===== config.mk =====
export PLATFORM = sky130hd
export DESIGN_NAME = audio_path_regs
export DESIGN_NICKNAME = d
export VERILOG_FILES = /design/src/audio_path_regs.v /design/src/audio_path_decode.v
export VERILOG_INCLUDE_DIRS = /design/src
export SDC_FILE = /design/constraint.sdc
export NUM_CORES = 1
export LEC_CHECK = 0
export BUFFER_PORTS_ARGS = -buffer_cell sky130_fd_sc_hd__buf_2
export CAP_MARGIN = 20
export CORE_UTILIZATION = 40
export CTS_CLUSTER_SIZE = 20
export DETAILED_ROUTE_END_ITERATION = 12
export PLACE_DENSITY_LB_ADDON = 0.1
export SLEW_MARGIN = 5
export SYNTH_ARGS = -nofsm -noshare
export SYNTH_HDL_FRONTEND = slang
export SYNTH_SLANG_ARGS = --single-unit

===== constraint.sdc =====
create_clock -name i_clk -period 1.6 [get_ports i_clk]
set_clock_uncertainty 0.2 [all_clocks]
set_input_delay 0 -clock i_clk [delete_from_list [all_inputs] [get_ports i_clk]]
set_output_delay 0 -clock i_clk [all_outputs]
set_load 0.005 [all_outputs]

===== src/audio_path_map.vh =====
// register map, field positions and reset values for the audio path mode and ringer level bank
//Contract
//- bits 6..4 of audio_path_mode_c pick the pre-amp gain from 0 dB to +24 dB in 6 dB steps, codes 5..7 reserved.
//- bit 3 of audio_path_mode_c mutes both analog inputs when set.
//- bit 2 of audio_path_mode_c loops the converter output back internally and disables earpiece, loudspeaker and analog inputs.
//- bit 1 of audio_path_mode_c drives earpiece and loudspeaker together.
//- with bits 1 and 2 of audio_path_mode_c clear, exactly one output is on, chosen by bit 1 of audio_path_mode_b.
//- bit 0 of audio_path_mode_c enables the secondary tone ringer.
//- bits 7..4 of ringer_level give silence at 0, reserved at 1..5, and -27 dB to 0 dB in 3 dB steps at 6..15.
//- a zero in bit 5 of audio_path_mode_b keeps the mains rejection filter on, a zero in bit 6 keeps offset cancellation on.
//- reset clears both mode registers, the ringer level and the ringer pitch register to zero.
//- bit 1 of audio_path_mode_b selects the loudspeaker when set and the earpiece when clear.
`ifndef AUDIO_PATH_MAP_VH
`define AUDIO_PATH_MAP_VH

`define ADDR_MODE_B        8'h6A
`define ADDR_MODE_C        8'h6C
`define ADDR_RINGER_LEVEL  8'h6D
`define ADDR_RINGER_PITCH  8'h6E
`define RESET_BYTE         8'h00

`define MODE_B_IN_SEL      0
`define MODE_B_SPK_SEL     1
`define MODE_B_HPF_OFF     5
`define MODE_B_AZ_OFF      6
`define MODE_C_GAIN_HI     6
`define MODE_C_GAIN_LO     4
`define MODE_C_MUTE        3
`define MODE_C_LOOP2       2
`define MODE_C_BOTH        1
`define MODE_C_RING_EN     0
`define LEVEL_HI           7
`define LEVEL_LO           4

`define GAIN_MAX_CODE      3'h4
`define LEVEL_MIN_CODE     4'h6

`endif


===== src/audio_path_regs.v =====
// apb register bank for audio path mode and ringer level control
//
// The implementer's own choice: the APB slave port.
`timescale 1ns/1ps
`default_nettype none
`include "audio_path_map.vh"
module audio_path_regs
(
   input  wire        i_clk,
   input  wire        i_reset_n,
   input  wire        i_psel,
   input  wire        i_penable,
   input  wire        i_pwrite,
   input  wire [31:0] i_paddr,
   input  wire [31:0] i_pwdata,
   output wire        o_pready,
   output reg  [31:0] o_prdata,
   output wire        o_pslverr,
   output wire [2:0]  o_gain_code,
   output wire        o_gain_valid,
   output wire        o_input_second,
   output wire        o_input_en,
   output wire        o_loop2,
   output wire        o_ear_en,
   output wire        o_spk_en,
   output wire        o_ring_en,
   output wire [3:0]  o_ring_level,
   output wire        o_ring_audible,
   output wire        o_hpf_en,
   output wire        o_autozero_en,
   output wire [7:0]  o_ringer_pitch
);
   // stored bytes and their next values; reserved bits are kept as written
   reg  [7:0]  mode_b_q;
   reg  [7:0]  mode_b_d;
   reg  [7:0]  mode_c_q;
   reg  [7:0]  mode_c_d;
   reg  [7:0]  level_q;
   reg  [7:0]  level_d;
   reg  [7:0]  pitch_q;
   reg  [7:0]  pitch_d;
   reg  [31:0] prdata_d;
   // bus qualifiers, decoded selects and per-register write strobes
   wire        access_w;
   wire        setup_rd_w;
   wire        wr_w;
   wire        hit_w;
   wire        we_mode_b_w;
   wire        we_mode_c_w;
   wire        we_level_w;
   wire        we_pitch_w;
   wire [7:0]  idx_w;
   wire [3:0]  sel_w;
   wire [7:0]  rd_byte_w;

   // bit positions inside the one-hot select word
   localparam SEL_MODE_B = 0;
   localparam SEL_MODE_C = 1;
   localparam SEL_LEVEL  = 2;
   localparam SEL_PITCH  = 3;

   // byte address is four times the register index
   function [7:0] word_index;
      input [31:0] addr;
      begin
         word_index = addr[9:2];
      end
   endfunction

   // only aligned words below the top of the index space answer
   function addr_in_range;
      input [31:0] addr;
      begin
         addr_in_range = (addr[1:0] == 2'h0) && (addr[31:10] == 22'h000000);
      end
   endfunction

   // one-hot select from an index; all zero for an unmapped index
   function [3:0] reg_select;
      input [7:0] idx;
      begin
         reg_select = 4'h0;
         case (idx)
            `ADDR_MODE_B:       reg_select[SEL_MODE_B] = 1'b1;
            `ADDR_MODE_C:       reg_select[SEL_MODE_C] = 1'b1;
            `ADDR_RINGER_LEVEL: reg_select[SEL_LEVEL]  = 1'b1;
            `ADDR_RINGER_PITCH: reg_select[SEL_PITCH]  = 1'b1;
            default:            reg_select = 4'h0;
         endcase
      end
   endfunction

   // and-or mux over the one-hot select; no select gives zero
   function [7:0] read_mux;
      input [3:0] sel;
      input [7:0] b_byte;
      input [7:0] c_byte;
      input [7:0] l_byte;
      input [7:0] p_byte;
      begin
         read_mux = ({8{sel[SEL_MODE_B]}} & b_byte)
                  | ({8{sel[SEL_MODE_C]}} & c_byte)
                  | ({8{sel[SEL_LEVEL]}} & l_byte)
                  | ({8{sel[SEL_PITCH]}} & p_byte);
      end
   endfunction

   // next value of one register: the bus byte on its write, else hold
   function [7:0] next_byte;
      input       we;
      input [7:0] wdata;
      input [7:0] cur;
      begin
         if (we)
            next_byte = wdata;
         else
            next_byte = cur;
      end
   endfunction

   // zero wait state; every access completes in its first access cycle
   assign o_pready   = 1'b1;
   assign access_w   = i_psel & i_penable;
   assign setup_rd_w = i_psel & ~i_penable & ~i_pwrite;
   assign wr_w       = access_w & i_pwrite;

   // misaligned or out-of-range addresses clear the select, so they never write
   assign idx_w      = word_index(i_paddr);
   assign sel_w      = reg_select(idx_w) & {4{addr_in_range(i_paddr)}};
   assign hit_w      = |sel_w;
   assign o_pslverr  = access_w & ~hit_w;

   // a write lands only at the access edge of a mapped word
   assign we_mode_b_w = wr_w & sel_w[SEL_MODE_B];
   assign we_mode_c_w = wr_w & sel_w[SEL_MODE_C];
   assign we_level_w  = wr_w & sel_w[SEL_LEVEL];
   assign we_pitch_w  = wr_w & sel_w[SEL_PITCH];

   // read byte for the selected word; unmapped words read as zero
   assign rd_byte_w  = read_mux(sel_w, mode_b_q, mode_c_q, level_q, pitch_q);

   // next value of the second mode register
   always @*
   begin
      mode_b_d = next_byte(we_mode_b_w, i_pwdata[7:0], mode_b_q);
   end

   // next value of the third mode register, reserved bit included
   always @*
   begin
      mode_c_d = next_byte(we_mode_c_w, i_pwdata[7:0], mode_c_q);
   end

   // next value of the ringer level register, low nibble included
   always @*
   begin
      level_d = next_byte(we_level_w, i_pwdata[7:0], level_q);
   end

   // next value of the ringer pitch register
   always @*
   begin
      pitch_d = next_byte(we_pitch_w, i_pwdata[7:0], pitch_q);
   end

   // read byte captured at the setup edge so it stands through the access cycle
   always @*
   begin
      if (setup_rd_w)
         prdata_d = {24'h000000, rd_byte_w};
      else
         prdata_d = o_prdata;
   end

   // second mode register; synchronous reset to zero
   always @(posedge i_clk)
   begin
      if (!i_reset_n)
         mode_b_q <= `RESET_BYTE;
      else
         mode_b_q <= mode_b_d;
   end

   // third mode register; synchronous reset to zero
   always @(posedge i_clk)
   begin
      if (!i_reset_n)
         mode_c_q <= `RESET_BYTE;
      else
         mode_c_q <= mode_c_d;
   end

   // ringer level register; reset leaves the ringer silent
   always @(posedge i_clk)
   begin
      if (!i_reset_n)
         level_q <= `RESET_BYTE;
      else
         level_q <= level_d;
   end

   // ringer pitch register; synchronous reset to zero
   always @(posedge i_clk)
   begin
      if (!i_reset_n)
         pitch_q <= `RESET_BYTE;
      else
         pitch_q <= pitch_d;
   end

   // read data register; a read changes no other state
   always @(posedge i_clk)
   begin
      if (!i_reset_n)
         o_prdata <= 32'h00000000;
      else
         o_prdata <= prdata_d;
   end

   // pitch byte goes straight out to the tone ringer
   assign o_ringer_pitch = pitch_q;

   // control decode kept apart so the mapping is easy to review
   audio_path_decode u_decode
   (
      .i_mode_b       (mode_b_q),
      .i_mode_c       (mode_c_q),
      .i_level        (level_q),
      .o_gain_code    (o_gain_code),
      .o_gain_valid   (o_gain_valid),
      .o_input_second (o_input_second),
      .o_input_en     (o_input_en),
      .o_loop2        (o_loop2),
      .o_ear_en       (o_ear_en),
      .o_spk_en       (o_spk_en),
      .o_ring_en      (o_ring_en),
      .o_ring_level   (o_ring_level),
      .o_ring_audible (o_ring_audible),
      .o_hpf_en       (o_hpf_en),
      .o_autozero_en  (o_autozero_en)
   );
endmodule
`default_nettype wire


===== src/audio_path_decode.v =====
// decoder from the stored mode bytes to audio path control levels
`timescale 1ns/1ps
`default_nettype none
`include "audio_path_map.vh"
module audio_path_decode
(
   input  wire [7:0] i_mode_b,
   input  wire [7:0] i_mode_c,
   input  wire [7:0] i_level,
   output wire [2:0] o_gain_code,
   output wire       o_gain_valid,
   output wire       o_input_second,
   output wire       o_input_en,
   output wire       o_loop2,
   output wire       o_ear_en,
   output wire       o_spk_en,
   output wire       o_ring_en,
   output wire [3:0] o_ring_level,
   output wire       o_ring_audible,
   output wire       o_hpf_en,
   output wire       o_autozero_en
);
   wire both_w;
   wire spk_w;

   // gain code passes through; codes above +24 dB flagged as undefined
   assign o_gain_code    = i_mode_c[`MODE_C_GAIN_HI:`MODE_C_GAIN_LO];
   assign o_gain_valid   = (o_gain_code <= `GAIN_MAX_CODE);
   assign o_input_second = i_mode_b[`MODE_B_IN_SEL];
   // loopback overrides the earpiece, loudspeaker and input paths; the ringer enable is not gated
   assign o_loop2        = i_mode_c[`MODE_C_LOOP2];
   assign o_input_en     = ~i_mode_c[`MODE_C_MUTE] & ~o_loop2;
   assign both_w         = i_mode_c[`MODE_C_BOTH];
   assign spk_w          = i_mode_b[`MODE_B_SPK_SEL];
   assign o_ear_en       = ~o_loop2 & (both_w | ~spk_w);
   assign o_spk_en       = ~o_loop2 & (both_w | spk_w);
   assign o_ring_en      = i_mode_c[`MODE_C_RING_EN];
   // reserved levels 1..5 treated as silent; a safe choice for the speaker
   assign o_ring_level   = i_level[`LEVEL_HI:`LEVEL_LO];
   assign o_ring_audible = o_ring_en & (o_ring_level >= `LEVEL_MIN_CODE);
   assign o_hpf_en       = ~i_mode_b[`MODE_B_HPF_OFF];
   assign o_autozero_en  = ~i_mode_b[`MODE_B_AZ_OFF];
endmodule
`default_nettype wire


# == Word-level counts from Yosys, hierarchy flattened ==
# Cells that the tools add are included.
# totals
ff_bits,40
inputBits,69
output_inout_bits,59
wordCells,50
# classes
magnitude_cmp,2
eq_ne,4
muxes,4
bitwise,31
n_reduce_logical,4
# ops
op,count
$and 8x8->8,4
$eq 8x7->1 const B,4
$or 8x8->8,3
$logic_not 22->1,1
$and 1x1->1,13
$not 1->1,8
$and 4x4->4,1
$ge 4x3->1 const B,1
$mux 1,4
$reduce_or 4->1,1
$le 3x3->1 const B,1
$logic_not 2->1,1
$or 1x1->1,2
$logic_and 1x1->1,1

# == Logic depth before layout (Yosys ltp) ==
# depth
depth_word,7
ltp_mapped,5
mapped_depth_nobuf,4

# == By module ==
# From an unflattened synthesis, not the netlist that was laid out.
# hier_totals
cells_unflattened,246
hier_area_um2,2239.6
# by_module_without_submodules
module,instances,cells_each,area_per_inst_um2,seq_area_each_um2
audio_path_regs,1,226,2117.0,800.8
audio_path_decode,1,20,122.6,0.0

# == Least setup slack after synthesis ==
# No wires, ideal clock.
# synth_path
path_type,input -> register
start,input i_paddr[14]
end,register mode_b_q[0]
t_arrival_ns,1.372
t_required_ns,1.328
slack_ns,-0.044
path_stages,5
path_cell_list,nor4_1 -> nand4_1 -> buf_2 -> nor4_4 -> mux2i_1
# synth_via
elab_chain_cells,4
# synth_lines
element,line_no,rtl
from (decl),audio_path_regs.v:14,"input wire [31:0] i_paddr,"
$logic_not 22->1,audio_path_regs.v:74,addr_in_range = (addr[1:0] == 2'h0) && (addr[31:10] == 22'h000000);
$logic_and 1x1->1,audio_path_regs.v:74,
$and 4x4->4,audio_path_regs.v:129,assign sel_w = reg_select(idx_w) & {4{addr_in_range(i_paddr)}};
$and 1x1->1,audio_path_regs.v:134,assign we_mode_b_w = wr_w & sel_w[SEL_MODE_B];
to (signal assigned),audio_path_regs.v:179,mode_b_q <= `RESET_BYTE;
to (signal assigned),audio_path_regs.v:181,mode_b_q <= mode_b_d;
to (decl),audio_path_regs.v:34,reg [7:0] mode_b_q;
# Every way passes these cells.
# A chain may end at the register's enable or synchronous reset.

# == Worst setup path after layout ==
# layout_path
start,register mode_b_q[1]
end,register o_prdata[1]
# layout_via
elab_chain_cells,4
# layout_lines
element,line_no,rtl
$and 8x8->8,audio_path_regs.v:101,read_mux = ({8{sel[SEL_MODE_B]}} & b_byte)
$or 8x8->8,audio_path_regs.v:102,| ({8{sel[SEL_MODE_C]}} & c_byte)
$or 8x8->8,audio_path_regs.v:103,| ({8{sel[SEL_LEVEL]}} & l_byte)
$or 8x8->8,audio_path_regs.v:104,| ({8{sel[SEL_PITCH]}} & p_byte);
to (signal assigned),audio_path_regs.v:217,o_prdata <= prdata_d;
to (decl),audio_path_regs.v:17,"output reg [31:0] o_prdata,"
# Every way passes these cells.

==> results.toml <==
[timing]
rsz0062_at_grt = "no"
holdWs_ns = 0.0626
fmax_mhz = 656
timing.final.crit_share = 0.953
finalSetupViolations = 0
drv_slew = 0
timing.final.hold_violations = 0
period_needed_ns = 1.53

[final_layout]
areaGrowthSynthToFinish_pct = 30.8
fin_cells = 408
drive_above_1_share = 0.346
design_area_um2 = 2880
antenna_cells = 0
nets = 406
layout_commonest_cell = "buf_2"
final_cell_mix = "buf_2 (78), nand2_1 (50), mux2i_1 (49)"

[floorplanning]
dieArea_um2 = 5800
start_util = 0.423
rows = 26
ios = 128
fp.dieW_um = 76.2
dieHeight_um = 76.2
core_area_um2 = 5200

[pwr]
p_sw_frac = 0.218
ir_drop_v = 0.000639
p_per_area_nw_per_um2 = 730
power_frac_comb = 0.095
p_seq_frac = 0.474
internal_power_mw = 1.64
power_leakage_nw = 1.42
power.switching_uw = 459
p_clk_frac = 0.432

[clock_tree]
clkLatencyLatePin_ns = 0.29
clkTransAtPathRegs_ns = 0.08
cts_buffer_depth = 2
cts_sinks = 40
post_cts_buffers = 0
root_buffer = "clkbuf_8"
cts_tree = "yes"
cts_htree_levels = 2
numCtsBuffers = 5

[grt]
overflow = 0
grt_usage = 0.197
grt_pass1_wl_um = 8930
first_global_vias = 1791
grt_max_degree = 27
antenna_found_initial = 0

[placed_design]
place_inst = 392
gp_congestion = 0.772
dp_hpwl_um = 4010
postPlaceCellArea_um2 = 2660
io_buffer_count = 78

[run]
max-cap-violations = 0

[worst_setup_path]
worstPathRequired_ns = 1.63
slowest_stage = "or4_1"
worstPathCellList = "mux2i_1 -> o22a_1 -> or4_1 -> a21boi_1"
crit_type = "flip-flop to flip-flop"
path_buf_inv = 0
arrival_ns = 1.55
worst-path-max-fanout = 4
cp_slowest_stage_delay_ns = 0.42
crit_family = "simple AND/OR/NAND/NOR gates"
startpoint_type = "flip-flop"
end_kind = "flip-flop"

[routing]
finalWirelength_um = 5340
ant_nets = 0
wl_per_cell_um = 13.1
viasPerCell = 4.65
route.detailed.drc = 0
vias = 1899
drtIter0Drc = 36
drt_first_pass_iters = 4

[hold_path]
hp-class = "input port to flip-flop"

[logic_synthesis]
synth-seq-area-share = 0.364
synth_top_cell_by_area = "dfxtp_1"
synth_seq_cells = 40
synthCells = 243
netlist_area_um2 = 2200
yosysWarnings = 0
syn-mean-instance-area_um2 = 9.06
synth_top_area_frac = 0.364
synthDistinctLibCells = 24
netlist_top_cells_area = "dfxtp_1 (36%), mux2i_1 (22%), buf_4 (11%)"

[run_status]
outcome = "completed"
## per-stage QoR
stage | setup slack (ns) | setup TNS, ns | power (mW) | utilization
detailed placement | -0.241 | -8.14 | 1.20 | 0.511
floorplan | 0.00490 | 0 | 1.14 | -
global placement | -0.237 | -8.23 | 1.20 | 0.511
global route | 0.00232 | 0 | 2.20 | 0.553
CTS | 0.0722 | 0 | 2.12 | 0.552
finish | 0.0747 | 0 | 2.10 | 0.553
## cell families (layout without fill, tap and decap cells)
| family | Yosys count | count (layout) | synth area share |
|---|---|---|---|
| AO/OA/AOI/OAI | 20 | 20 | 0.0688 |
| buffers and inverters | 49 | 121 | 0.142 |
| flip-flops | 40 | 40 | 0.364 |
| multiplexers | 49 | 49 | 0.223 |
| other | 2 | 25 | 0.00341 |
| AND/OR/NAND/NOR | 83 | 83 | 0.199 |
## per-layer routing
metal,global-route usage,wire [um],vias up
met5,0,0,-
met4,0.0635,46,0
met3,0.0467,233,4
met2,0.318,2490,59
met1,0.257,2570,856
li1,-,-,980
## state kept, by name, summed over array words and instances, names as in the netlist
name / count
level_q: 8
mode_b_q: 8
mode_c_q: 8
o_prdata: 8
o_ringer_pitch: 8
## power groups by stage
stage / sequential [mW] / combinational, mW / clock [mW]
2_1_floorplan: 1.02 / 0.125 / 0
3_3_place_gp: 1.02 / 0.182 / 0
3_5_place_dp: 1.02 / 0.182 / 0
4_1_cts: 0.994 / 0.199 / 0.931
5_1_grt: 0.994 / 0.222 / 0.979
6_report: 0.994 / 0.199 / 0.906
## synth_stat cells
cell and instances:
nor4_2 1, nand4b_1 1, nor2b_1 1, clkbuf_1 6, conb_1 2, o22a_1 8, nor2_1 5, nand2_1 50
nor4_4 1, buf_4 32, buf_2 7, nor4_1 4, nand3b_1 2, nand4_1 4, a21oi_1 2, dfxtp_1 40
nor4b_2 2, a21boi_1 8, o21ai_0 1, a31oi_1 1, or4_1 11, inv_1 4, nand3_1 1, mux2i_1 49
## worst min-delay path: stages
cell and delay (ns):
buf_2 0.13, nand2_1 0.19, or4_1 0.15, a21boi_1 0.05
## final cells by class
| cell class | instances | area [um^2] |
|---|---|---|
| clock buffers | 7 | 96.3 |
| clock inverters | 1 | 30.0 |
| fillers | 538 | 2330 |
| repair buffers | 109 | 646 |
| inverters | 4 | 15.0 |
| flip-flops and latches | 40 | 801 |
| well taps | 70 | 87.6 |
| multi-input cells | 177 | 1200 |
## final timing paths
path	start	endpoint	slack, ns	cells past startpoint
max	mode_b_q[1]	o_prdata[1]	0.07	4
min	i_psel	o_prdata[2]	0.06	4
max reg2reg	mode_b_q[1]	o_prdata[1]	0.07	4
min reg2reg	o_prdata[6]	o_prdata[6]	0.25	2
## repair_timing
item                                   in CTS  in global routing
endpoints found under the hold margin      32                  0
setup endpoints to repair                   0                  8
hold buffers                                9                  0
gates resized for setup                     0                  2
Power figures use the tool's default switching activity.
